## src/common/mrt_cfg.svh

```systemverilog
// constants of the measurement recording trigger
`ifndef MRT_CFG_SVH
`define MRT_CFG_SVH
`define MRT_ALLOC_MIN 17'h00001
`define MRT_ALLOC_MAX 17'h186A0
`define MRT_ALLOC_RST 17'h003E8
`define MRT_IVL_MAX 17'h186A0
`define MRT_IVL_RST 17'h00064
`define MRT_THR_MAX 32'sh001E8480
`define MRT_THR_RST 32'sh00000000
`define MRT_OFS_MAX 17'h0C350
`define MRT_OFS_RST 17'sh00000
`define MRT_CHAN_RST 2'h0
`define MRT_FIFO_DEPTH 16
`define MRT_DATA_W 32
`endif

```

## src/common/mrt_pkg.sv

```systemverilog
// types of the measurement recording trigger
package mrt_pkg;
  typedef enum logic [2:0] {
    MRT_START_IMMEDIATE,
    MRT_START_ERR_OFF,
    MRT_START_ERR_ON,
    MRT_START_UPPER,
    MRT_START_LOWER,
    MRT_START_BOTH
  } mrt_start_t;
  typedef enum logic [1:0] {
    MRT_CHAN_A,
    MRT_CHAN_B,
    MRT_CHAN_C,
    MRT_CHAN_D
  } mrt_chan_t;
endpackage

```

## src/common/mrt_stream_if.sv

```systemverilog
// valid/ready word stream between recorder modules
`timescale 1ns/1ps
`default_nettype none
interface mrt_stream_if;
  logic valid;
  logic ready;
  logic [31:0] data;
  modport src(output valid, output data, input ready);
  modport snk(input valid, input data, output ready);
endinterface
`default_nettype wire

```

## src/mrt_fifo.sv

```systemverilog
// synchronous fifo with registered read data
`timescale 1ns/1ps
`default_nettype none
module mrt_fifo #(
  parameter int WIDTH = 32,
  parameter int DEPTH = 16
) (
  input wire logic ref_clk,
  input wire logic resetn,
  input wire logic flush,
  mrt_stream_if.snk in_s,
  mrt_stream_if.src out_s
);
  localparam int AW = $clog2(DEPTH);
  logic [WIDTH-1:0] mem [DEPTH];
  logic [AW-1:0] wr_ptr;
  logic [AW-1:0] rd_ptr;
  logic [AW:0] count;
  logic [WIDTH-1:0] out_data;
  logic out_valid;
  wire push = in_s.valid && in_s.ready;
  wire pop_mem = (count != '0) && (!out_valid || out_s.ready);
  assign in_s.ready = (count != DEPTH[AW:0]) && !flush;
  assign out_s.valid = out_valid;
  assign out_s.data = out_data;
  always_ff @(posedge ref_clk) begin
    if (push) begin
      mem[wr_ptr] <= in_s.data;
    end
    if (pop_mem) begin
      out_data <= mem[rd_ptr];
    end
  end
  always_ff @(posedge ref_clk or negedge resetn) begin
    if (!resetn) begin
      wr_ptr <= '0;
      rd_ptr <= '0;
      count <= '0;
      out_valid <= 1'b0;
    end else if (flush) begin
      wr_ptr <= '0;
      rd_ptr <= '0;
      count <= '0;
      out_valid <= 1'b0;
    end else begin
      wr_ptr <= push ? wr_ptr + 1'b1 : wr_ptr;
      rd_ptr <= pop_mem ? rd_ptr + 1'b1 : rd_ptr;
      count <= count + {{AW{1'b0}}, push} - {{AW{1'b0}}, pop_mem};
      if (pop_mem) begin
        out_valid <= 1'b1;
      end else if (out_s.ready) begin
        out_valid <= 1'b0;
      end
    end
  end
endmodule // mrt_fifo
`default_nettype wire

```

## src/mrt_recorder.sv

```systemverilog
// measurement recording trigger and store control
`timescale 1ns/1ps
`default_nettype none
`include "mrt_cfg.svh"
// Notes on behaviour
// a start request opens a fresh record and begins accepting entries.
// a stop request ends accepting entries and closes and keeps the record.
// allocation sets the entry count, limited to 1..100000, default 1000.
// reaching the allocation closes and keeps the record without a stop.
// interval 1 stores every sample, interval n stores every nth sample.
// interval accepts 0..100000 and defaults to 100.
// single value recording forces the interval to 1.
// immediate start stores from the start with no event wait.
// error off starts when measuring is possible, error on when it is not.
// upper, lower and both thresholds start on exceed, fall below, either.
// threshold spans plus or minus 2000.000 mm in um, default 0.
// the start condition looks at one channel A to D, default A.
// output format selects decimal point or comma and comma or semicolon.
// a positive offset delays storing, a negative one keeps prior samples.
// conditions and interval act once per sample; later triggers ignored.
module mrt_recorder
  import mrt_pkg::*;
(
  input wire logic ref_clk,
  input wire logic resetn,
  input wire logic cfg_reset,
  input wire logic start_req,
  input wire logic stop_req,
  input wire logic [16:0] alloc_cfg,
  input wire logic [16:0] interval_cfg,
  input wire logic single_value_sel,
  input wire logic [2:0] start_cond_cfg,
  input wire logic [31:0] threshold_cfg,
  input wire logic [1:0] trig_chan_cfg,
  input wire logic [16:0] start_ofs_cfg,
  input wire logic dec_comma_cfg,
  input wire logic col_semicolon_cfg,
  input wire logic cfg_load,
  input wire logic sample_valid,
  input wire logic [31:0] sample_a,
  input wire logic [31:0] sample_b,
  input wire logic [31:0] sample_c,
  input wire logic [31:0] sample_d,
  input wire logic [3:0] meas_ok,
  output logic rec_open,
  output logic rec_storing,
  output logic rec_closed,
  output logic rec_full,
  output logic [16:0] entry_count,
  output logic [16:0] interval_eff,
  output logic [16:0] alloc_eff,
  output logic dec_comma,
  output logic col_semicolon,
  output logic entry_valid,
  input wire logic entry_ready,
  output logic [31:0] entry_data
);
  typedef enum logic [1:0] {MRT_IDLE, MRT_ARMED, MRT_DELAY, MRT_STORE} mrt_st_t;
  mrt_st_t state;
  mrt_st_t next_state;
  logic [16:0] alloc_reg;
  logic [16:0] interval_reg;
  logic signed [31:0] thr_reg;
  logic [2:0] cond_reg;
  logic [1:0] chan_reg;
  logic signed [16:0] ofs_reg;
  logic [16:0] ivl_cnt;
  logic [16:0] delay_cnt;
  logic [16:0] pre_cnt;
  logic [16:0] pre_drop;
  logic prev_ok;
  logic prev_above;
  logic prev_below;
  logic prev_known;
  mrt_stream_if fin();
  mrt_stream_if fout();

  // clamp a 17-bit setting into its legal range
  function automatic logic [16:0] clamp17(input logic [16:0] v,
                                          input logic [16:0] lo,
                                          input logic [16:0] hi);
    clamp17 = (v < lo) ? lo : ((v > hi) ? hi : v);
  endfunction

  wire [16:0] next_alloc = clamp17(alloc_cfg, `MRT_ALLOC_MIN,
                                   `MRT_ALLOC_MAX);
  wire [16:0] next_ivl = clamp17(interval_cfg, 17'h00000,
                                 `MRT_IVL_MAX);
  wire signed [31:0] thr_in = threshold_cfg;
  wire signed [31:0] next_thr = (thr_in > `MRT_THR_MAX) ? `MRT_THR_MAX :
    ((thr_in < -`MRT_THR_MAX) ? -`MRT_THR_MAX : thr_in);
  wire signed [16:0] ofs_in = start_ofs_cfg;
  wire signed [16:0] ofs_max = `MRT_OFS_MAX;
  wire signed [16:0] next_ofs = (ofs_in > ofs_max) ? ofs_max :
    ((ofs_in < -ofs_max) ? -ofs_max : ofs_in);
  wire [2:0] next_cond = (start_cond_cfg > 3'(MRT_START_BOTH)) ?
    3'(MRT_START_IMMEDIATE) : start_cond_cfg;

  // channel selection for trigger evaluation
  wire signed [31:0] trig_val = (chan_reg == 2'(MRT_CHAN_A)) ? sample_a :
    (chan_reg == 2'(MRT_CHAN_B)) ? sample_b :
    (chan_reg == 2'(MRT_CHAN_C)) ? sample_c : sample_d;
  wire trig_ok = meas_ok[chan_reg];
  wire is_above = trig_val > thr_reg;
  wire is_below = trig_val < thr_reg;

  // threshold edges need a prior sample so a level already true does not fire; error starts also fire on the first sample
  wire ev_err_off = trig_ok && (!prev_known || !prev_ok);
  wire ev_err_on = !trig_ok && (!prev_known || prev_ok);
  wire ev_upper = is_above && prev_known && !prev_above;
  wire ev_lower = is_below && prev_known && !prev_below;
  wire trig_hit = (cond_reg == 3'(MRT_START_IMMEDIATE)) ? 1'b1 :
    (cond_reg == 3'(MRT_START_ERR_OFF)) ? ev_err_off :
    (cond_reg == 3'(MRT_START_ERR_ON)) ? ev_err_on :
    (cond_reg == 3'(MRT_START_UPPER)) ? ev_upper :
    (cond_reg == 3'(MRT_START_LOWER)) ? ev_lower :
    (ev_upper || ev_lower);

  wire stop_now = stop_req && rec_open;
  wire full_now = (entry_count >= alloc_reg) && rec_open;
  wire closing = stop_now || full_now;
  wire ivl_hit = (interval_reg <= 17'h00001) ||
    (ivl_cnt + 17'h00001 >= interval_reg);
  wire pos_ofs = !ofs_reg[16] && (ofs_reg != 17'sh00000);
  wire [16:0] neg_mag = 17'(-ofs_reg);

  // while armed with a negative offset, pre-trigger samples are buffered;
  // the fifo depth bounds how many prior samples can really be kept
  wire pre_take = (state == MRT_ARMED) && ofs_reg[16] && sample_valid;
  wire store_take = (state == MRT_STORE) && sample_valid && ivl_hit &&
    !closing;
  assign fin.valid = (pre_take || store_take) && fin.ready;
  assign fin.data = trig_val;
  wire accepted = fin.valid && (state == MRT_STORE);
  // oldest pre samples beyond the offset are discarded from the fifo head
  wire drop_pre = (pre_drop != 17'h00000) && fout.valid;
  assign fout.ready = drop_pre || entry_ready;
  assign entry_valid = fout.valid && !drop_pre;
  assign entry_data = fout.data;

  always_comb begin
    next_state = state;
    case (state)
      MRT_IDLE: begin
        if (start_req) begin
          next_state = MRT_ARMED;
        end
      end
      MRT_ARMED: begin
        if (stop_req) begin
          next_state = MRT_IDLE;
        end else if (sample_valid && trig_hit) begin
          next_state = pos_ofs ? MRT_DELAY : MRT_STORE;
        end
      end
      MRT_DELAY: begin
        if (stop_req) begin
          next_state = MRT_IDLE;
        end else if (sample_valid && delay_cnt + 17'h00001 >= 17'(ofs_reg)) begin
          next_state = MRT_STORE;
        end
      end
      MRT_STORE: begin
        if (closing) begin
          next_state = MRT_IDLE;
        end
      end
      default: next_state = MRT_IDLE;
    endcase
  end

  always_ff @(posedge ref_clk or negedge resetn) begin
    if (!resetn) begin
      alloc_reg <= `MRT_ALLOC_RST;
      interval_reg <= `MRT_IVL_RST;
      thr_reg <= `MRT_THR_RST;
      cond_reg <= 3'(MRT_START_IMMEDIATE);
      chan_reg <= `MRT_CHAN_RST;
      ofs_reg <= `MRT_OFS_RST;
      dec_comma <= 1'b0;
      col_semicolon <= 1'b0;
    end else if (cfg_reset) begin
      alloc_reg <= `MRT_ALLOC_RST;
      interval_reg <= `MRT_IVL_RST;
      thr_reg <= `MRT_THR_RST;
      cond_reg <= 3'(MRT_START_IMMEDIATE);
      chan_reg <= `MRT_CHAN_RST;
      ofs_reg <= `MRT_OFS_RST;
      dec_comma <= 1'b0;
      col_semicolon <= 1'b0;
    end else begin
      if (cfg_load && !rec_open) begin
        alloc_reg <= next_alloc;
        interval_reg <= next_ivl;
        thr_reg <= next_thr;
        cond_reg <= next_cond;
        chan_reg <= trig_chan_cfg;
        ofs_reg <= next_ofs;
        dec_comma <= dec_comma_cfg;
        col_semicolon <= col_semicolon_cfg;
      end
      if (single_value_sel) begin
        interval_reg <= 17'h00001;
      end
    end
  end

  always_ff @(posedge ref_clk or negedge resetn) begin
    if (!resetn) begin
      state <= MRT_IDLE;
      rec_closed <= 1'b0;
      rec_full <= 1'b0;
      entry_count <= '0;
      ivl_cnt <= '0;
      delay_cnt <= '0;
      pre_cnt <= '0;
      pre_drop <= '0;
      prev_ok <= 1'b0;
      prev_above <= 1'b0;
      prev_below <= 1'b0;
      prev_known <= 1'b0;
    end else begin
      state <= next_state;
      if (state == MRT_IDLE && start_req) begin
        rec_closed <= 1'b0;
        rec_full <= 1'b0;
        entry_count <= '0;
        ivl_cnt <= '0;
        delay_cnt <= '0;
        pre_cnt <= '0;
        pre_drop <= '0;
        prev_known <= 1'b0;
      end else begin
        if (rec_open && (closing || (state != MRT_STORE && stop_req))) begin
          rec_closed <= 1'b1;
        end
        if (full_now && !stop_now) begin
          rec_full <= 1'b1;
        end
        if (accepted) begin
          entry_count <= entry_count + 17'h00001;
        end
        if (state == MRT_STORE && sample_valid) begin
          ivl_cnt <= ivl_hit ? 17'h00000 : ivl_cnt + 17'h00001;
        end
        if (state == MRT_DELAY && sample_valid) begin
          delay_cnt <= delay_cnt + 17'h00001;
        end
        if (pre_take && fin.valid) begin
          pre_cnt <= pre_cnt + 17'h00001;
        end
        if (state == MRT_ARMED && next_state == MRT_STORE && ofs_reg[16]) begin
          // trigger sample itself is stored after the kept prior ones
          pre_drop <= (pre_cnt > neg_mag) ? 17'(pre_cnt - neg_mag) : '0;
          entry_count <= (pre_cnt > neg_mag) ? neg_mag : pre_cnt;
        end else if (drop_pre) begin
          pre_drop <= pre_drop - 17'h00001;
        end
      end
      // trigger history is sampled only on new samples while armed
      if (state == MRT_ARMED && sample_valid) begin
        prev_ok <= trig_ok;
        prev_above <= is_above;
        prev_below <= is_below;
        prev_known <= 1'b1;
      end
    end
  end

  assign rec_open = (state != MRT_IDLE);
  assign rec_storing = (state == MRT_STORE);
  assign interval_eff = interval_reg;
  assign alloc_eff = alloc_reg;

  mrt_fifo #(
    .WIDTH(`MRT_DATA_W),
    .DEPTH(`MRT_FIFO_DEPTH)
  ) u_fifo (
    .ref_clk(ref_clk),
    .resetn(resetn),
    .flush(state == MRT_IDLE && start_req),
    .in_s(fin),
    .out_s(fout)
  );
endmodule // mrt_recorder
`default_nettype wire

```

## config.mk

```make
export PLATFORM = sky130hd
export DESIGN_NAME = mrt_recorder
export DESIGN_NICKNAME = d
export VERILOG_FILES = /design/src/common/mrt_pkg.sv /design/src/common/mrt_stream_if.sv /design/src/mrt_fifo.sv /design/src/mrt_recorder.sv
export VERILOG_INCLUDE_DIRS = /design/src /design/src/common
export SDC_FILE = /design/constraint.sdc
export NUM_CORES = 1
export LEC_CHECK = 0
export BUFFER_PORTS_ARGS = -buffer_cell sky130_fd_sc_hd__buf_2
export CAP_MARGIN = 20
export CELL_PAD_IN_SITES_DETAIL_PLACEMENT = 0
export CELL_PAD_IN_SITES_GLOBAL_PLACEMENT = 1
export CORE_AREA = 2 2 360 184
export CTS_CLUSTER_DIAMETER = 120
export DETAILED_ROUTE_END_ITERATION = 8
export DIE_AREA = 0 0 362 186
export GPL_TIMING_DRIVEN = 0
export PLACE_DENSITY = 0.93
export SLEW_MARGIN = 40
export SYNTH_ARGS = -nofsm -noshare
export SYNTH_HDL_FRONTEND = slang
export SYNTH_SLANG_ARGS = --single-unit
```

## constraint.sdc

```tcl
create_clock -name ref_clk -period 16.2 [get_ports ref_clk]
set_input_delay 0.81 -clock ref_clk [delete_from_list [all_inputs] [get_ports ref_clk]]
set_output_delay 0.81 -clock ref_clk [all_outputs]
set_load 0.03 [all_outputs]
```

# ---- After elaboration in Yosys (flattened, before gate mapping)
# Memory sizes are Yosys's and may differ from the RTL's. A register that Yosys moved wholly into a read port is not among the register bits.
# Index checks and enable logic that the tools add are counted.
# W data, S select, Z words.
dict set report word_totals {
  register_bits 197
  mem_count 1
  input_bits 231
  out_inout_bits 90
  word_cells 214
  ramBits 512
}
# memory depth word_bits read_ports rd_ports_with_merged_regs wr line
set mem_list {}
lappend mem_list {u_fifo.mem 16 32 1 1 1 mrt_fifo.sv:15} ;# logic [WIDTH-1:0] mem [DEPTH];
dict set report op_classes {
  add_sub_neg 11
  n_mux 75
  eq_ne 12
  reduce_logical 74
  magnitude_cmp 17
}
# cell n
set ops {}
lappend ops {{$mux W17} 28}
lappend ops {{$mux W32} 7}
lappend ops {{$add A17 B1 Y17 const B} 4}
lappend ops {{$ge A17 B17 Y1} 3}
lappend ops {{$gt A17 B17 Y1 const B} 3}
lappend ops {{$lt A17 B1 Y1 const B} 2}
lappend ops {{$reduce_bool A17 Y1} 2}
lappend ops {{$logic_and A1 B1 Y1} 33}
lappend ops {{$gt A32 B22 Y1 const B} 1}
lappend ops {{$gt A32 B32 Y1} 1}
lappend ops {{$lt A32 B22 Y1 const B} 1}
lappend ops {{$lt A32 B32 Y1} 1}
lappend ops {{$mux W1} 22}
lappend ops {{$reduce_bool A2 Y1} 10}
lappend ops {{$gt A17 B17 Y1} 1}
lappend ops {{$le A17 B1 Y1 const B} 1}
lappend ops {{$lt A17 B17 Y1 const B} 1}
lappend ops {{$neg A17 Y17} 1}
lappend ops {{$sub A17 B1 Y17 const B} 1}
lappend ops {{$sub A17 B17 Y17} 1}
lappend ops {{$mux W2} 8}
lappend ops {{$mux W4} 4}
lappend ops {{$logic_not A1 Y1} 12}
lappend ops {{$reduce_bool A3 Y1} 4}
lappend ops {{other kinds (20)} 37}

# ---- Depth between registers and ports, before layout
# Gate-level depths: netlist (run 1).
dict set report logic_depth {
  ltp_word 22
  ltp_mapped 24
  mapped_depth_nobuf 24
}

# ---- Cells and area by module
# From an unflattened synthesis (run 1), not the netlist that was laid out.
dict set report unflattened {
  hier_cells 2530
  area_unflattened_um2 34862.2
}
# mod area_per_inst_um2 cells_each n_inst seq_area_each_um2
set by_module_without_submodules {}
lappend by_module_without_submodules {mrt_fifo 21465.6 1063 1 16686.0}
lappend by_module_without_submodules {mrt_recorder 13396.6 1467 1 4590.7}

# ---- Worst setup path before layout (run 1)
# Ideal clock, no wire load.
dict set report synth_path {
  path_kind {flip-flop to flip-flop}
  from {reg ivl_cnt[0]}
  to {mem u_fifo.mem[0][0], enable pin}
  setup_slack_ns 10.007
  n_path_buf 0
  arrival_time_ns 5.692
  setup_time_ns 0.502
  stages_incl_launch_ff 15
  cell_sequence {dfrtp_1 -> ha_1 -> nand3_1 -> nor2_1 -> and2_1 -> nand4_1 -> nor2_1 -> xor2_1 -> ha_1 -> nand2_1 -> o41ai_1 -> o221ai_1 -> nor2_2 -> nor2_1 -> nor4_1}
}
dict set report synth_between {
  elab_chain_len 10
}
# element line
set synth_lines {}
lappend synth_lines {{start: declaration} mrt_recorder.sv:67} ;# logic [16:0] ivl_cnt;
lappend synth_lines {{start signal: assignment} mrt_recorder.sv:244} ;# ivl_cnt <= ivl_hit ? 17'h00000 : ivl_cnt + 17'h00001;
lappend synth_lines {{$add A17 B1 Y17} mrt_recorder.sv:123} ;# (ivl_cnt + 17'h00001 >= interval_reg);
lappend synth_lines {{$ge A17 B17 Y1} mrt_recorder.sv:123}
lappend synth_lines {{$logic_or A1 B1 Y1} mrt_recorder.sv:122} ;# wire ivl_hit = (interval_reg <= 17'h00001) ||
lappend synth_lines {{$logic_and A1 B1 Y1 (2 in a row)} mrt_recorder.sv:130} ;# wire store_take = (state == MRT_STORE) && sample_valid && ivl_hit &&
lappend synth_lines {{$logic_or A1 B1 Y1} mrt_recorder.sv:132} ;# assign fin.valid = (pre_take || store_take) && fin.ready;
lappend synth_lines {{$logic_and A1 B1 Y1} mrt_recorder.sv:132}
lappend synth_lines {{$logic_and A1 B1 Y1} mrt_fifo.sv:21} ;# wire push = in_s.valid && in_s.ready;
lappend synth_lines {{$mux W1} mrt_fifo.sv:27} ;# if (push) begin
lappend synth_lines {{$mux W1 (implied by the code)} mrt_fifo.sv:28} ;# mem[wr_ptr] <= in_s.data;
lappend synth_lines {{end: declaration} mrt_fifo.sv:15}
# Every way passes these cells.

# ---- Worst setup path in the final report (run 1)
dict set report layout_path {
  from {reg chan_reg[1]}
  to {reg pre_drop[1]}
}
dict set report layout_between {
  elab_chain_len 22
}
# element line
set layout_lines {}
lappend layout_lines {{start: declaration} mrt_recorder.sv:65} ;# logic [1:0] chan_reg;
lappend layout_lines {{start signal: assignment} mrt_recorder.sv:178} ;# chan_reg <= `MRT_CHAN_RST;
lappend layout_lines {{start signal: assignment} mrt_recorder.sv:187} ;# chan_reg <= `MRT_CHAN_RST;
lappend layout_lines {{start signal: assignment} mrt_recorder.sv:197} ;# chan_reg <= trig_chan_cfg;
lappend layout_lines {{$eq A2 B2 Y1} mrt_recorder.sv:102} ;# (chan_reg == 2'(MRT_CHAN_C)) ? sample_c : sample_d;
lappend layout_lines {{$mux W32} mrt_recorder.sv:102}
lappend layout_lines {{$mux W32} mrt_recorder.sv:101} ;# (chan_reg == 2'(MRT_CHAN_B)) ? sample_b :
lappend layout_lines {{$mux W32 *} mrt_recorder.sv:100} ;# wire signed [31:0] trig_val = (chan_reg == 2'(MRT_CHAN_A)) ? sample_a :
lappend layout_lines {{via fin.data[31]} mrt_stream_if.sv:7} ;# logic [31:0] data;
lappend layout_lines {{$gt A32 B32 Y1 / $lt A32 B32 Y1 (equally long branches)} {mrt_recorder.sv:104, mrt_recorder.sv:105}}
lappend layout_lines {{$logic_and A1 B1 Y1 (on tied branches) (2 in a row)} {mrt_recorder.sv:110, mrt_recorder.sv:111}}
lappend layout_lines {{$logic_or A1 B1 Y1} mrt_recorder.sv:117} ;# (ev_upper || ev_lower);
lappend layout_lines {{[5 not listed]} n/a}
lappend layout_lines {{$logic_and A1 B1 Y1 *} mrt_recorder.sv:152} ;# end else if (sample_valid && trig_hit) begin
lappend layout_lines {{$mux W2 *} mrt_recorder.sv:152}
lappend layout_lines {{$mux W2 *} mrt_recorder.sv:150} ;# if (stop_req) begin
lappend layout_lines {{$pmux W2 S4 *} mrt_recorder.sv:143} ;# case (state)
lappend layout_lines {{$eq A2 B2 Y1 *} mrt_recorder.sv:252} ;# if (state == MRT_ARMED && next_state == MRT_STORE && ofs_reg[16]) begin
lappend layout_lines {{$logic_and A1 B1 Y1 * (2 in a row)} mrt_recorder.sv:252}
lappend layout_lines {{$mux W17} mrt_recorder.sv:252}
lappend layout_lines {{$mux W17} mrt_recorder.sv:224} ;# if (state == MRT_IDLE && start_req) begin
lappend layout_lines {{end signal: assignment} mrt_recorder.sv:254} ;# pre_drop <= (pre_cnt > neg_mag) ? 17'(pre_cnt - neg_mag) : '0;
lappend layout_lines {{end signal: assignment} mrt_recorder.sv:257} ;# pre_drop <= pre_drop - 17'h00001;
lappend layout_lines {{end: declaration} mrt_recorder.sv:70} ;# logic [16:0] pre_drop;
# The timed path passes the listed nets; every way through them passes the cells marked *. The select of a mux whose other input is x is not followed.
# A chain may end at the register's enable or synchronous reset.

==> metrics, run 1 <==
status finished, final reports clean; DP Area 37860 um^2; max FFs per register 512; vias per cell 6.424; number of routed nets with antenna violations 0; vias post-DR 23740; WHS 102.6 ps; Post-CTS Resized 0; share of the synthesized area in the top cell type 47.68%; RePlAce Congestion 1.020; IO buf count 318; Hold-fix buffers, CTS 0; Layout area overhead 17.14%; H-tree depth 3; P_sw 1.972 mW; minimum clock period 6165 ps; MaxCap Viol Count 0; vias in the first global route 23090; layout cells sized above 1 28.50%; Routed Wire Length 102400 um; CTS Buf Count 68; Fin Clk Skew 31.95 ps; CP Capture Type flop; Detailed Route Iter0 Violations 3249; post-CTS setup buffer count 0; Comb power frac 31.7%; Power Density 145.0 nW/um^2; CP startpoint chan_reg[1]$_DFFE_PN0P_; clock group share of total power 28.2%; post-synth cell types 76; setup TNS 0 ps; cell mode on critical path clkbuf_1; Core Rows 66; ys async rst share 26.59%; CTS tree built; Post-synth EDFFs 544; # placed instances 3569; CP cell instances clkbuf_1 -> clkbuf_2 -> mux4_2 -> ha_1 -> clkbuf_1 -> a21oi_1 -> o211ai_1 -> nor4_1 -> a2bb2oi_1 -> mux2_2 -> a31oi_2 -> clkbuf_1 -> nand3b_1 -> o21ai_0; first-pass GRT wire length 149000 um; full die area 67330 um^2; CTS Root Buffer Type clkbuf_16; hpwl dp 74720 um; critical path required time 16740 ps; remaining global-route overflow 0; Main synth FF type edfxtp_1; Finished Cell Area 40140 um^2; r2r startpoint chan_reg[1]$_DFFE_PN0P_; DRC viols 0; largest area contributor in the netlist edfxtp_1; Final Cycle Share 38.05%; Bufs on Longest Clock Path 3; Max Clock Freq 162.2 MHz; routed length per placed instance 27.70 um; Final Max Tran Viols 0; CTS clk-pin slew, worst paths 60 ps; Die H 186 um; Seq/Total Area, Yosys 62.10%; Worst-Skew Late Latency 630 ps; Ports 321; # nets final 3143; Post-Syn Nets 2667; syn avg cell area 14.81 um^2; CP Max Fanout 17; Arr. time, crit path 6700 ps; # clock sinks 741; Starting Density 53.40%; worst slew pin tran 877.0 ps; switching share of total power 33.89%; cells after synthesis 2314; Internal Pwr Total 3.846 mW; Setup Viol. Count Final 0; largest net degree at the start of global routing 62; CP max-delay cell nor4_1; synthesized area 34260 um^2; RSZ-0062 raised after global routing no; Yosys reg bits 741; Setup CP Type reg -> reg; initial antenna violation count 7; Non-Filler Instances 3696; top post-synthesis cells by area edfxtp_1 48%, dfrtp_1 14%, mux4_2 13%; VDD IR max 89.29 uV; critical path launch point type flop; core region area 64160 um^2; gr usage total 30.47%; path category of the worst min-delay check in -> async; slowest stage delay, CP 740 ps; P_leak 15.44 nW; Reg power frac 40.1%; DR pass1 iterations 6; final hold violations 0; Die Wd 362 um; YS warnings 0; Rel. slew slack 41.54%; post-layout util 62.56%
critical path: cells and delay by family, from the launching register on:
family	cells	cell delay [ps]
buffers and inverters	4	2010
AO/OA/AOI/OAI	5	1380
multiplexers	2	1030
AND/OR/NAND/NOR	2	900
adder cells (fa/ha/maj)	1	390
flip-flops	1	320
metrics by stage:
step / setup WS (ps) / total power, mW
after floorplan: 10010 / 3.514
after global placement: 5100 / 4.063
after detailed placement: 10260 / 4.153
after CTS: 10210 / 5.796
after global routing: 9947 / 6.026
final: 10040 / 5.818
path summary, 6_finish.rpt:
path | end | slack, ps | depth (start not counted)
max | pre_drop[1]$_DFFE_PN0P_ | 10040 | 14
max in group asynchronous | pre_drop[15]$_DFFE_PN0P_ | 15190 | 3
max reg2reg | pre_drop[1]$_DFFE_PN0P_ | 10040 | 14
min | ivl_cnt[12]$_DFFE_PN0P_ | 100 | 1
min reg2reg | thr_reg[26]$_DFFE_PN0P_ | 490 | 2
min in group ref_clk | thr_reg[4]$_DFFE_PN0P_ | 420 | 2
cell usage in the layout, fill, tap and decap left out, types with 19 or more instances in the layout:
master and instances:
nand2_1 144, xnor2_1 51, ha_1 120, inv_1 124
edfxtp_1 544, buf_2 394, a211oi_1 19, xor2_1 47
nor3_1 31, o21ai_0 85, a21oi_1 83, nand4_1 31
dfrtp_1 188, clkbuf_16 68, nor4_1 27, a22o_1 38
nand3_1 69, o31ai_1 20, nor2_1 138, mux4_2 193
clkbuf_1 67
layer usage:
metal  vias to the layer above  global-route usage [%]  part of all wire [%]
li1                       9948                       -                     -
met1                     12030                   44.59                    41
met2                      1538                   43.65                    43
met3                       227                   9.410                    12
met4                         2                   9.667                   3.2
met5                         -                       0                0.0098
power by group through the flow:
stage	combinational, mW	sequential (mW)	clock, mW
2_1_floorplan	1.06	2.46	0
3_3_place_gp	1.70	2.37	0
3_5_place_dp	1.79	2.37	0
4_1_cts	1.81	2.33	1.65
5_1_grt	1.96	2.34	1.73
6_report	1.85	2.33	1.64
area by class of cell:
type,instances,area [um^2]
Tap cell,850,1064
Inverter,125,469.2
Clock buffer,80,1757
Timing Repair Buffer,406,2395
Sequential cell,741,21280
Multi-Input combinational cell,1344,12250
Clock inverter,42,465.4
Antenna cell,4,10.01
Buffer,104,456.7
Fill cell,4655,24030
cell usage after synthesis, types with 4 or more instances:
cell type / count
a211oi_1: 19
dfrtp_1: 188
inv_1: 124
o21bai_1: 9
a21o_1: 14
nand2b_1: 8
and3_1: 18
buf_1: 22
clkbuf_1: 68
o21ai_0: 85
a221oi_1: 14
nand3_1: 69
ha_1: 120
mux4_2: 193
edfxtp_1: 544
and2_1: 11
nor3_1: 37
nor4b_1: 4
or4_1: 7
o31ai_1: 20
dfstp_2: 9
o211ai_1: 8
mux2i_1: 4
a22oi_1: 4
nand2_1: 144
nor4_4: 4
a21oi_1: 83
xor2_1: 47
o21a_1: 5
nor2_1: 145
o211a_1: 4
or2_2: 5
a211oi_2: 6
a22o_1: 38
nor4_1: 32
a31oi_1: 8
nor2b_1: 9
or3_1: 11
nand4_1: 31
a32o_1: 15
buf_2: 8
nand3b_1: 7
xnor2_1: 51
cells by family after synthesis:
group           synth area share (%)
compound gates                 7.314
xor+xnor                       2.505
fa+ha+maj                      4.499
buf+inv                        2.600
flops                          62.10
mux                            12.87
simple gates                   8.118
Power figures use the tool's default switching activity.
==> inputs of run 2 (changes only) <==
Settings changed: CORE_AREA 2 2 360 184 to 2 2 374 191, DIE_AREA 0 0 362 186 to 0 0 376 193, PLACE_DENSITY 0.93 to 0.87.
Clock period 16.2 ns to 5.68 ns, I/O delays scaled along.
==> run 2 against run 1 <==
Compared with the run above:
- cell count increased by 4.4%
- sequential share of layout area decreased by 1.3 points
- clock power increased to 3.0 times the previous value
- final area increased by 2.4%
- register-to-register slack got worse by 9900 ps
- sequential cell count unchanged
- total power increased to 2.9 times the previous value
- clock skew decreased by 1.7 ps
- setup slack got worse by 9900 ps
- sequential power increased to 2.9 times the previous value
- global-route usage decreased by 2.5 points
- clock-buffer cell count decreased by 1
- critical endpoint is now pre_drop[0]$_DFFE_PN0P_
- largest cell class unchanged
==> metrics, run 2 (synthesis results as in run 1) <==
Finished Cell Area 41120 um^2; largest net degree at the start of global routing 75; worst slew pin tran 893.9 ps; Setup CP Type reg -> reg; CTS Buf Count 68; Power Density 408.2 nW/um^2; Detailed Route Iter0 Violations 3056; path category of the worst min-delay check in -> reg; CTS tree built; CP Capture Type flop; Die H 193 um; clock group share of total power 28.9%; DRC viols 0; DR pass1 iterations 5; # nets final 3225; multi-input combinational cell area 12260 um^2; Setup Viol. Count Final 0; initial antenna violation count 6; # clock sinks 741; minimum clock period 5587 ps; vias post-DR 23620; most common cell after layout, fill and taps aside edfxtp_1; overall power 16.79 mW; switching share of total power 33.68%; worst hold start threshold_cfg[17]; hpwl dp 73690 um; DP Area 37910 um^2; Fin Clk Skew 30.22 ps; Max Clock Freq 179.0 MHz; RSZ-0062 raised after global routing no; Arr. time, crit path 6130 ps; layout cells sized above 1 28.04%; Final Max Tran Viols 0; Core Rows 69; VDD IR max 243.3 uV; max FFs per register 512; Routed Wire Length 101700 um; Internal Pwr Total 11.13 mW; Bufs on Longest Clock Path 3; H-tree depth 3; Worst-Skew Late Latency 660 ps; RePlAce Congestion 0.9916; CP Max Fanout 17; Layout area overhead 20.00%; post-CTS setup buffer count 0; Comb power frac 31.4%; routed length per placed instance 26.37 um; Final Cycle Share 98.36%; number of routed nets with antenna violations 0; IO buf count 318; register area 21280 um^2; most frequent cells in the layout 544 x edfxtp_1, 390 x buf_2, 193 x mux4_2; Reg2Reg Setup Slack 90 ps; gr usage total 27.99%; CTS clk-pin slew, worst paths 70 ps; Ports 321; Die Wd 376 um; first-pass GRT wire length 148100 um; final hold violations 0; CTS Root Buffer Type clkbuf_16; r2r startpoint chan_reg[1]$_DFFE_PN0P_; critical path launch point type flop; status finished, final reports clean; CP startpoint chan_reg[1]$_DFFE_PN0P_; Filler cells 5290; vias in the first global route 23000; Starting Density 49.12%; MaxCap Viol Count 0; vias per cell 6.125; P_leak 15.81 nW; core region area 69760 um^2; Rel. slew slack 40.41%; critical path required time 6220 ps; P_sw 5.653 mW; remaining global-route overflow 0; full die area 72570 um^2; Reg power frac 39.6%
[run 2: cell types whose count changed in the layout (fill, tap and decap cells not counted), moves of 5 or more]
cell / before / now
buf_8: 10 / 15
dlygate4sd3_1: 0 / 80
clkinv_2: 16 / 10
buf_16: 10 / 2
clkbuf_1: 67 / 59
[run 2: path summary, 6_finish.rpt]
| path | cells after the start | to |
|---|---|---|
| max | 13 | pre_drop[0]$_DFFE_PN0P_ |
| min | 3 | thr_reg[17]$_DFFE_PN0P_ |
| max reg2reg | 13 | pre_drop[0]$_DFFE_PN0P_ |
| min reg2reg | 2 | thr_reg[11]$_DFFE_PN0P_ |
| max in group asynchronous | 4 | alloc_eff[7]$_DFFE_PN1P_ |
| min in group asynchronous | 2 | thr_reg[25]$_DFFE_PN0P_ |
[run 2: per-layer routing]
| layer | share of wire (%) | vias up | GRT usage [%] |
|---|---|---|---|
| met5 | 0 | - | 0 |
| met4 | 2.7 | 0 | 8.415 |
| met3 | 12 | 155 | 8.134 |
| met2 | 43 | 1357 | 40.24 |
| met1 | 42 | 11980 | 41.46 |
| li1 | - | 10140 | - |
[run 2: worst max-delay path, cell delays in order, from the launching register on]
cell and delay (ps):
dfrtp_1 730, clkbuf_4 460, mux4_2 590, ha_1 370, clkbuf_1 230, a21oi_1 290
o211ai_1 210, nor4_4 480, a2bb2oi_1 450, mux2_2 420, a31oi_2 350, buf_2 350
o21ai_0 300, o211a_1 220
[run 2: final cells by class]
class,instances,area share (%)
Sequential cell,741,51.75
Multi-Input combinational cell,1344,29.82
Timing Repair Buffer,489,7.696
Clock buffer,79,4.315
Tap cell,923,2.809
Clock inverter,47,1.312
Inverter,125,1.141
Buffer,103,1.129
Antenna cell,6,0.03652
[run 2: metrics by stage]
stage | instances | setup WS, ps | TNS (ps) | util [%] | hold slack (ps)
detailed placement | 3644 | -194.6 | -2109 | 54.34 | 268.9
finish | 3857 | 93.01 | 0 | 58.95 | 22.35
global route | 3855 | 0.8833 | 0 | 58.94 | 41.45
global placement | 3555 | -5297 | -1375100 | 53.06 | 459.9
CTS | 3849 | 1.934 | 0 | 58.80 | 0.5044
floorplan | 2314 | -513.2 | -65690 | - | -11.59
[run 2: power groups by stage]
stage               clock, mW  combinational [mW]  sequential, mW
finish                   4.85                5.28            6.65
global route             5.11                5.62            6.68
CTS                      4.91                5.19            6.65
detailed placement          0                5.09            6.75
global placement            0                4.86            6.76
floorplan                   0                3.02            7.01
[run 2: timing repair]
action / CTS / global route
hold buffers: 80 / 0
resized for setup: 1 / 7
cloned: 0 / 0
endpoints found under the setup margin: 22 / 53
endpoints found under the hold margin: 131 / 0
